### src/wake_timer_pkg.sv
// Constants and types shared by the interval timer and wake status block.
package wake_timer_pkg;
  localparam int CNT_W = 6;
  localparam int SEL_W = 3;
  localparam int OPND_W = 9;
  localparam int TAP_N = 7;
  localparam int PA_W = 4;
  localparam logic [5:0] CNT_ZERO = 6'h00;
  localparam logic [5:0] CNT_WRAP = 6'h3F;
  // Tap order on the tap input port.
  localparam int TAP3 = 0;
  localparam int TAP5 = 1;
  localparam int TAP7 = 2;
  localparam int TAP9 = 3;
  localparam int TAP11 = 4;
  localparam int TAP13 = 5;
  localparam int TAP15 = 6;
  // Oscillator periods per tick for the fastest and slowest taps.
  localparam int TAP3_PERIODS = 8;
  localparam int TAP15_PERIODS = 32768;
  // Operand fields.
  localparam int SEL_LSB = 6;
  localparam logic [8:0] OPND_RELOAD = 9'h001;
  localparam logic [8:0] OPND_CARRY = 9'h001;
  localparam logic [8:0] OPND_BACKUP = 9'h002;
  localparam int REQ_STOP_BIT = 0;
  localparam int REQ3_BIT = 3;
  localparam int REQ4_BIT = 4;
  localparam int HALT_RELEASE_ENABLE_3_BIT = 3;
  localparam int HALT_RELEASE_ENABLE_4_BIT = 4;
  localparam int SEF5_BIT = 5;
  localparam int PORT_STOP_RELEASE_ENABLE_BIT = 6;
  // Status bit positions.
  localparam int CF_BIT = 3;
  localparam int NIL_BIT = 2;
  localparam int NONPORT_BIT = 2;
  localparam int BACKUP_BIT = 0;
  localparam int PDWAKE_BIT = 3;
  localparam int TAP15_BIT = 2;
  localparam int PWAKE_BIT = 2;
  localparam int TWAKE_BIT = 1;
  localparam logic [3:0] STATUS_RST = 4'h0;
  localparam logic [3:0] PA_ALL_INPUT = 4'hF;

  typedef enum logic [4:0] {
    NO_OP, TIMER_LOAD_IMM_OP, TIMER_LOAD_REG_OP, RELOAD_ENABLE_OP,
    RELOAD_DISABLE_OP, SET_FLAG_OP, CLEAR_FLAG_OP, READ_ARITH_STATUS_OP,
    WRITE_ARITH_STATUS_OP, READ_BACKUP_STATUS_OP, READ_PREDIVIDER_STATUS_OP,
    READ_WAKE_SOURCE_OP, SWITCH_CONFIG_OP, HALT_RELEASE_CONFIG_OP,
    STOP_RELEASE_CONFIG_OP, CLEAR_REQUEST_OP, HALT_OP, STOP_OP
  } op_e;

  typedef enum logic [1:0] {PWR_RUN, PWR_HALT, PWR_STOP} pwr_e;
endpackage

### src/edge_sync.sv
// Two-stage synchroniser with edge detection for a group of pins.
`timescale 1ns/1ns
module edge_sync #(
  parameter int WIDTH = 4
) (
  // Clock and reset.
  input  wire logic             mclk,
  input  wire logic             rst,
  // Asynchronous pins.
  input  wire logic [WIDTH-1:0] pin,
  // Synchronised level and edges.
  output logic      [WIDTH-1:0] lvl,
  output logic      [WIDTH-1:0] rise,
  output logic      [WIDTH-1:0] fall
);
  typedef struct packed {
    logic [WIDTH-1:0] s1;
    logic [WIDTH-1:0] s2;
    logic [WIDTH-1:0] prev;
    logic             armed;
  } sync_s;

  sync_s s_r;
  sync_s s_nxt;

  // Only the second stage reads the first, so metastability stays put.
  // The stages keep tracking the pins through reset, so a pin that is high
  // at release is not reported as a fresh edge against a cleared history.
  always_comb begin
    s_nxt = s_r;
    s_nxt.s1 = pin;
    s_nxt.s2 = s_r.s1;
    s_nxt.prev = s_r.s2;
    s_nxt.armed = !rst;
  end

  always_ff @(posedge mclk) begin
    s_r <= s_nxt;
  end

  // Edges compare the settled stage with its own history, masked in reset.
  assign lvl = s_r.s2;
  assign rise = {WIDTH{s_r.armed}} & s_r.s2 & ~s_r.prev;
  assign fall = {WIDTH{s_r.armed}} & ~s_r.s2 & s_r.prev;
endmodule

### src/wake_timer.sv
// Interval timer with status and start condition flags facing the core.
`timescale 1ns/1ns
module wake_timer (
  // Clock and reset.
  input  wire logic                               mclk,
  input  wire logic                               rst,
  // Operation strobe from the core.
  input  wire logic                               op_valid,
  input  wire wake_timer_pkg::op_e                op_code,
  input  wire logic [wake_timer_pkg::OPND_W-1:0]  op_imm,
  input  wire logic [3:0]                         acc_in,
  input  wire logic [3:0]                         rx_in,
  input  wire logic [3:0]                         ram_in,
  // Carry from the arithmetic unit.
  input  wire logic                               alu_carry_we,
  input  wire logic                               alu_carry,
  // Interrupt acceptance ends halt.
  input  wire logic                               int_accept,
  // Predivider taps and port A.
  input  wire logic [wake_timer_pkg::TAP_N-1:0]   tap_pin,
  input  wire logic [wake_timer_pkg::PA_W-1:0]    port_a_pin,
  input  wire logic [wake_timer_pkg::PA_W-1:0]    port_a_in_mode,
  // Read answer.
  output logic      [3:0]                         rd_data,
  output logic                                    rd_valid,
  // Mode and event outputs.
  output logic                                    halt_mode,
  output logic                                    stop_mode,
  output logic                                    op_refused,
  output logic                                    timer_underflow,
  output logic                                    timer_running,
  output logic                                    release_request_3,
  output logic                                    release_request_4
);
  import wake_timer_pkg::*;

  typedef struct packed {
    pwr_e             mode;
    logic [CNT_W-1:0] cnt;
    logic [SEL_W-1:0] sel;
    logic             run;
    logic             reload_en;
    logic             loaded;
    logic             carry_flag;
    logic             backup_flag;
    logic             halt_release_enable_3;
    logic             halt_release_enable_4;
    logic             sef5;
    logic             port_stop_release_enable;
    logic             req3;
    logic             req4;
    logic             port_wake_flag;
    logic             timer_wake_flag;
    logic             predivider_wake_flag;
    logic             stop_wake_flag;
    logic             uf;
    logic [3:0]       rd_data;
    logic             rd_valid;
    logic             refused;
  } state_s;

  state_s           s_r;
  state_s           s_nxt;
  logic [TAP_N-1:0] tap_lvl;
  logic [TAP_N-1:0] tap_rise;
  logic [PA_W-1:0]  pa_lvl;
  logic [PA_W-1:0]  pa_rise;
  logic [PA_W-1:0]  pa_fall;
  logic             tick;
  logic             uf_now;
  logic             is_load;
  logic [OPND_W-1:0] load_word;
  logic             any_scf;
  logic             port_change;
  logic             port_stop_request;

  // ****************************************************************
  // Synchronisers
  // ****************************************************************

  // Predivider taps come from the oscillator chain, not from mclk.
  edge_sync #(.WIDTH(TAP_N)) u_tap_sync (
    .mclk (mclk),
    .rst  (rst),
    .pin  (tap_pin),
    .lvl  (tap_lvl),
    .rise (tap_rise),
    .fall ()
  );

  // Port A arrives from the chatter filter in its own timing.
  edge_sync #(.WIDTH(PA_W)) u_pa_sync (
    .mclk (mclk),
    .rst  (rst),
    .pin  (port_a_pin),
    .lvl  (pa_lvl),
    .rise (pa_rise),
    .fall (pa_fall)
  );

  // ****************************************************************
  // Decodes
  // ****************************************************************

  // Tap selection; code 011 is unlisted and takes the fastest tap.
  always_comb begin
    unique case (s_r.sel)
      3'h0: tick = tap_rise[TAP9];
      3'h1: tick = tap_rise[TAP5];
      3'h2: tick = tap_rise[TAP15];
      3'h3: tick = tap_rise[TAP3];
      3'h4: tick = tap_rise[TAP5];
      3'h5: tick = tap_rise[TAP7];
      3'h6: tick = tap_rise[TAP11];
      3'h7: tick = tap_rise[TAP13];
    endcase
  end

  // Register-pair load packs accumulator above the working register.
  assign is_load = op_valid && (op_code == TIMER_LOAD_IMM_OP ||
                                op_code == TIMER_LOAD_REG_OP);
  assign load_word = (op_code == TIMER_LOAD_REG_OP) ?
                     {1'b0, acc_in, rx_in} : op_imm;
  // A load in the same cycle as a tick wins, so no underflow is seen.
  assign uf_now = s_r.run && tick && !is_load && s_r.cnt == CNT_ZERO;
  assign any_scf = s_r.port_wake_flag | s_r.timer_wake_flag |
                   s_r.predivider_wake_flag | s_r.stop_wake_flag;
  assign port_change = |((pa_rise | pa_fall) & port_a_in_mode);
  assign port_stop_request = |(pa_lvl & port_a_in_mode);

  // ****************************************************************
  // Next state
  // ****************************************************************

  // Counter step and carry write apply first, then operations; hardware events after them so a set wins.
  always_comb begin
    s_nxt = s_r;
    s_nxt.uf = 1'b0;
    s_nxt.rd_valid = 1'b0;
    s_nxt.refused = 1'b0;
    // Tick phase is free running, so the first count may be short.
    if (s_r.run && tick && !is_load) begin
      s_nxt.cnt = s_r.cnt - 6'h01;
      if (uf_now) begin
        s_nxt.cnt = CNT_WRAP;
        s_nxt.uf = 1'b1;
        s_nxt.loaded = 1'b0;
        s_nxt.run = s_r.reload_en;
      end
    end
    if (alu_carry_we) begin
      s_nxt.carry_flag = alu_carry;
    end
    if (op_valid) begin
      unique case (op_code)
        TIMER_LOAD_IMM_OP, TIMER_LOAD_REG_OP: begin
          s_nxt.cnt = load_word[CNT_W-1:0];
          s_nxt.sel = load_word[SEL_LSB +: SEL_W];
          s_nxt.run = 1'b1;
          s_nxt.loaded = 1'b1;
        end
        RELOAD_ENABLE_OP: begin
          if (op_imm == OPND_RELOAD) begin
            s_nxt.reload_en = 1'b1;
            s_nxt.run = 1'b1;
          end
        end
        RELOAD_DISABLE_OP: begin
          if (op_imm == OPND_RELOAD) begin
            s_nxt.reload_en = 1'b0;
            if (!s_r.loaded || uf_now) begin
              s_nxt.run = 1'b0;
            end
          end
        end
        SET_FLAG_OP: begin
          if (op_imm == OPND_CARRY) begin
            s_nxt.carry_flag = 1'b1;
          end
          if (op_imm == OPND_BACKUP) begin
            s_nxt.backup_flag = 1'b1;
          end
        end
        CLEAR_FLAG_OP: begin
          if (op_imm == OPND_CARRY) begin
            s_nxt.carry_flag = 1'b0;
          end
          if (op_imm == OPND_BACKUP) begin
            s_nxt.backup_flag = 1'b0;
          end
        end
        READ_ARITH_STATUS_OP: begin
          s_nxt.rd_data = {s_r.carry_flag, acc_in == 4'h0, 2'b00};
          s_nxt.rd_valid = 1'b1;
        end
        WRITE_ARITH_STATUS_OP: begin
          s_nxt.carry_flag = ram_in[CF_BIT];
        end
        READ_BACKUP_STATUS_OP: begin
          s_nxt.rd_data = STATUS_RST;
          s_nxt.rd_data[NONPORT_BIT] = s_r.timer_wake_flag |
                                       s_r.predivider_wake_flag;
          s_nxt.rd_data[BACKUP_BIT] = s_r.backup_flag;
          s_nxt.rd_valid = 1'b1;
        end
        READ_PREDIVIDER_STATUS_OP: begin
          s_nxt.rd_data = STATUS_RST;
          s_nxt.rd_data[PDWAKE_BIT] = s_r.predivider_wake_flag;
          s_nxt.rd_data[TAP15_BIT] = tap_lvl[TAP15];
          s_nxt.rd_valid = 1'b1;
        end
        READ_WAKE_SOURCE_OP: begin
          s_nxt.rd_data = STATUS_RST;
          s_nxt.rd_data[PWAKE_BIT] = s_r.port_wake_flag;
          s_nxt.rd_data[TWAKE_BIT] = s_r.timer_wake_flag;
          s_nxt.rd_valid = 1'b1;
        end
        SWITCH_CONFIG_OP: begin
          s_nxt.sef5 = op_imm[SEF5_BIT];
          s_nxt.port_wake_flag = 1'b0;
        end
        HALT_RELEASE_CONFIG_OP: begin
          s_nxt.halt_release_enable_3 = op_imm[HALT_RELEASE_ENABLE_3_BIT];
          s_nxt.halt_release_enable_4 = op_imm[HALT_RELEASE_ENABLE_4_BIT];
          s_nxt.predivider_wake_flag = 1'b0;
          if (!op_imm[HALT_RELEASE_ENABLE_4_BIT]) begin
            s_nxt.timer_wake_flag = 1'b0;
          end
        end
        STOP_RELEASE_CONFIG_OP: begin
          s_nxt.port_stop_release_enable = op_imm[PORT_STOP_RELEASE_ENABLE_BIT];
        end
        CLEAR_REQUEST_OP: begin
          if (op_imm[REQ3_BIT]) begin
            s_nxt.req3 = 1'b0;
            s_nxt.predivider_wake_flag = 1'b0;
          end
          if (op_imm[REQ4_BIT]) begin
            s_nxt.req4 = 1'b0;
            s_nxt.timer_wake_flag = 1'b0;
          end
          if (op_imm[REQ_STOP_BIT]) begin
            s_nxt.stop_wake_flag = 1'b0;
          end
        end
        HALT_OP: begin
          if (s_r.mode == PWR_RUN && !any_scf) begin
            s_nxt.mode = PWR_HALT;
          end else begin
            s_nxt.refused = 1'b1;
          end
        end
        STOP_OP: begin
          // Entry with a pin high would wake at once and bounce forever.
          if (s_r.mode == PWR_RUN && port_a_in_mode == PA_ALL_INPUT &&
              pa_lvl == '0 && !s_r.stop_wake_flag) begin
            s_nxt.mode = PWR_STOP;
            s_nxt.backup_flag = 1'b1;
          end else begin
            s_nxt.refused = 1'b1;
          end
        end
        default: begin
        end
      endcase
    end
    // Hardware events set their flags last.
    if (uf_now) begin
      s_nxt.req4 = 1'b1;
      if (s_r.halt_release_enable_4) begin
        s_nxt.timer_wake_flag = 1'b1;
      end
    end
    if (tap_rise[TAP15]) begin
      s_nxt.req3 = 1'b1;
      if (s_r.halt_release_enable_3) begin
        s_nxt.predivider_wake_flag = 1'b1;
      end
    end
    if (port_change && s_r.sef5 && s_r.mode != PWR_STOP) begin
      s_nxt.port_wake_flag = 1'b1;
    end
    // Power mode sequencing.
    unique case (s_r.mode)
      PWR_RUN: begin
      end
      PWR_HALT: begin
        if (any_scf || int_accept) begin
          s_nxt.mode = PWR_RUN;
        end
      end
      PWR_STOP: begin
        if (port_stop_request && s_r.port_stop_release_enable) begin
          s_nxt.stop_wake_flag = 1'b1;
          s_nxt.mode = PWR_HALT;
        end
      end
    endcase
  end

  always_ff @(posedge mclk) begin
    if (rst) begin
      s_r <= '0;
    end else begin
      s_r <= s_nxt;
    end
  end

  // Every output comes from the state register; the two mode outputs decode its mode field.
  assign rd_data = s_r.rd_data;
  assign rd_valid = s_r.rd_valid;
  assign halt_mode = (s_r.mode == PWR_HALT);
  assign stop_mode = (s_r.mode == PWR_STOP);
  assign op_refused = s_r.refused;
  assign timer_underflow = s_r.uf;
  assign timer_running = s_r.run;
  assign release_request_3 = s_r.req3;
  assign release_request_4 = s_r.req4;
endmodule

### config.mk
export PLATFORM = sky130hd
export DESIGN_NAME = wake_timer
export DESIGN_NICKNAME = d
export VERILOG_FILES = /design/src/wake_timer_pkg.sv /design/src/edge_sync.sv /design/src/wake_timer.sv
export SDC_FILE = /design/constraint.sdc
export NUM_CORES = 1
export LEC_CHECK = 0
export ABC_CLOCK_PERIOD_IN_PS = 4600
export BUFFER_PORTS_ARGS = -buffer_cell sky130_fd_sc_hd__buf_2
export CORE_MARGIN = 1.5
export CORE_UTILIZATION = 50
export DETAILED_ROUTE_END_ITERATION = 12
export PLACE_DENSITY = 0.74
export REMOVE_ABC_BUFFERS = 1
export SYNTH_ARGS = -nofsm -noshare
export SYNTH_HDL_FRONTEND = slang
export SYNTH_SLANG_ARGS = --single-unit
### constraint.sdc
create_clock -name mclk -period 4.6 [get_ports mclk]
set_input_delay 0.92 -clock mclk [delete_from_list [all_inputs] [get_ports mclk]]
set_output_delay 0.92 -clock mclk [all_outputs]
set_load 0.03 [all_outputs]
==> results.md <==
- Status: finished, final reports clean
- Final period utilization: 57.2%
- DRC marker count from the first detailed-route iteration: 154
- Die H: 78.8 microns
- Yosys warns: 0
- Clk_lat worst skew: 340 ps
- Core area: 5540 sq um
- Nets@finish: 398
- H-tree depth: 3
- DIE AREA: 6210 sq um
- Critical path required time: 4850 ps
- Layout area overhead: 17.4%
- Total number of vias: 2,453
- Worst hold-check path type: reg -> reg
- Fin Clk Skew: 6.38 ps
- Tightest Pin Transition: 863 ps
- Post-Layout Cell Count: 424
- Num CTS Buffers: 9
- Post-synth top area cell: dfxtp_1
- Fmax: 380 MHz
- Cell Area, Placed: 3150 sq um
- Via/cell ratio: 5.79
- Crit path max fanout: 14
- Critical Path AT: 2880 ps
- Post-CTS setup repair buffer count: 0
- I/O Pins: 59
- RSZ-0062 raised after global routing: no
- Cell area after layout: 3370 sq um
- Largest net degree at the start of global routing: 36
- Synth unique cells: 63
- Diode count: 0
- Worst-path clk slew: 80 ps
- Part of the power in combinational logic: 7.9%
- Post-synth EDFFs: 0
- GPL Wtd Cong: 0.855
- Main synth FF type: dfxtp_1
- Mapped Cells: 300
- Crit Path Class: in -> reg
- I/O Buffers: 55
- Static leakage: 1.35 nW
- Synth area leaders: dfxtp_1 47%, mux2i_1 4.2%, a21oi_1 3.0%
- Wire per inst: 14.8 microns
- DRC: 0
- Clk pwr share: 43.3%
- Final hold slack: 325 ps
- Placed insts: 408
- All-Layer GR Usage: 20.7%
- First-pass GRT wire length: 10.1 mm
- Max Cap Violations: 0
- CP Buf/Inv Count: 1
- Post-route ant nets: 0
- Max-slew violations: 0
- Sequential power share: 48.9%
- Sum Neg Setup Slack: 0 ps
- DRT Pass-1 Iters: 4
- Power density over the cells: 371 nW/um^2
- Clock tree root buffer cell: clkbuf_8
- Max VDD drop: 0.277 mV
- Asr flop ratio synth: 0%
- CP top delay family: simple AND/OR/NAND/NOR gates
- #FFs+latches synth: 67
- Dpl hpwl: 4.52 mm
- Final Hold Vio Count: 0
- Post-synthesis cell area: 2870 sq um
- Synth top area share: 46.7%
- Post-CTS Hold Fix Bufs: 0
- NetSw: 0.302 mW
- CTS tree: yes
- Crit-path cells: buf_2, or4b_2, nor2_1, a211oi_1, a311oi_1
- Clock buffer depth: 2
- Die Span X: 78.8 microns
- Sink Count: 67
- Tmin final: 2630 ps
- Critical Path Sink Type: register
- Sw Ratio: 24.1%
- Share of layout cells above drive strength 1: 23.9%
- DRT Wirelength: 6.26 mm
- Setup Viol. Count Final: 0
- CP max-delay cell: or4b_2
- Rel. slew slack: 42.3%
- GRT overflow: 0
- Row count: 27
- Critical Path Start Type: input port
- Number of global-route vias before repair: 2,225
- Slowest Stage Delay on Critical Path: 730 ps
- Register area share after synthesis: 46.7%
- CTS resizes: 0
- Initial antenna violation count: 0
- Int Power: 0.951 mW
- Avg Cell Area, Syn: 9.58 sq um
- Starting Density: 51.9%
==> Yosys cell counts (all sizes together), types with 3 or more instances <==
cell,n
nand4b,3
and2,5
a31oi,3
or4,3
ha,4
nor2,20
or4b,5
nand3,7
dfxtp,67
a211oi,7
nor2b,6
a21oi,17
o21ai,12
a21o,4
clkbuf,12
inv,8
a22oi,5
buf,7
xor2,5
a311oi,7
nor3,7
nand2,18
or3,3
nor4,7
mux2i,12
o31a,3
a21boi,3
nor3b,3
==> flip-flops by register name, indices dropped and copies added, names as in the netlist, 4 cells and up <==
name,flops
u_pa_sync.lvl,4
u_tap_sync.lvl,7
u_pa_sync.s_r,5
rd_data,4
u_tap_sync.s_nxt,7
u_pa_sync.s_nxt,4
u_tap_sync.s_r,7
s_r,23
==> layout by cell type (no fill, tap or decap), drive strengths merged, types with 9 or more instances in the layout <==
cell    count
nor2       20
a21oi      17
inv        10
nand2      18
buf        55
mux2i      12
dfxtp      67
clkbuf      9
o21ai      12
==> routing by layer <==
layer | routed length (microns) | up-vias | global-route usage [%] | part of all wire, %
met3 | 388 | 10 | 4.37 | 6.2
met2 | 2930 | 77 | 33.4 | 47
met4 | 114 | 0 | 8.25 | 1.8
li1 | - | 1209 | - | -
met5 | 0 | - | 0 | 0
met1 | 2820 | 1157 | 27.0 | 45
==> cell families after synthesis <==
| logic type | Yosys count | synth area share (%) |
|---|---|---|
| simple gates | 107 | 22.1 |
| compound gates | 76 | 18.9 |
| flops | 67 | 46.7 |
| buf+inv | 27 | 4.14 |
| mux | 13 | 4.57 |
| xor+xnor | 6 | 1.83 |
| fa+ha+maj | 4 | 1.74 |
==> metrics by stage <==
stage               utilization (%)  setup slack [ps]  total power, mW
CTS                            60.9              1980             1.26
finish                         60.9              1970             1.25
global route                   60.9              1720             1.30
floorplan                         -              2050            0.674
global placement               56.9              1660            0.720
detailed placement             56.9              1640            0.722
==> power by group through the flow <==
stage          clock network, mW  registers, mW  logic [mW]
2_1_floorplan                  0          0.625      0.0488
3_3_place_gp                   0          0.625      0.0955
3_5_place_dp                   0          0.626      0.0969
4_1_cts                    0.551          0.612      0.0975
5_1_grt                    0.576          0.615       0.109
6_report                   0.542          0.612      0.0985
==> final timing paths <==
path	from	endpoint	slack (ps)	cells after the start
setup / recovery	op_code[2]	s_r[26]	1970	5
hold reg to reg	u_tap_sync.s_nxt[8]	u_tap_sync.lvl[0]	330	0
setup reg to reg	s_r[31]	s_r[32]	2190	6
hold / removal	u_tap_sync.s_nxt[8]	u_tap_sync.lvl[0]	330	0
==> final cells by class <==
| type | instances | area [sq um] |
|---|---|---|
| timing repair buffer | 55 | 275 |
| clock buffer | 9 | 124 |
| multi-input combinational | 206 | 1410 |
| clock inverter | 7 | 98.8 |
| sequential | 67 | 1340 |
| fill | 497 | 2170 |
| tap | 72 | 90.1 |
| inverter | 8 | 30.0 |
Power figures use the tool's default switching activity.
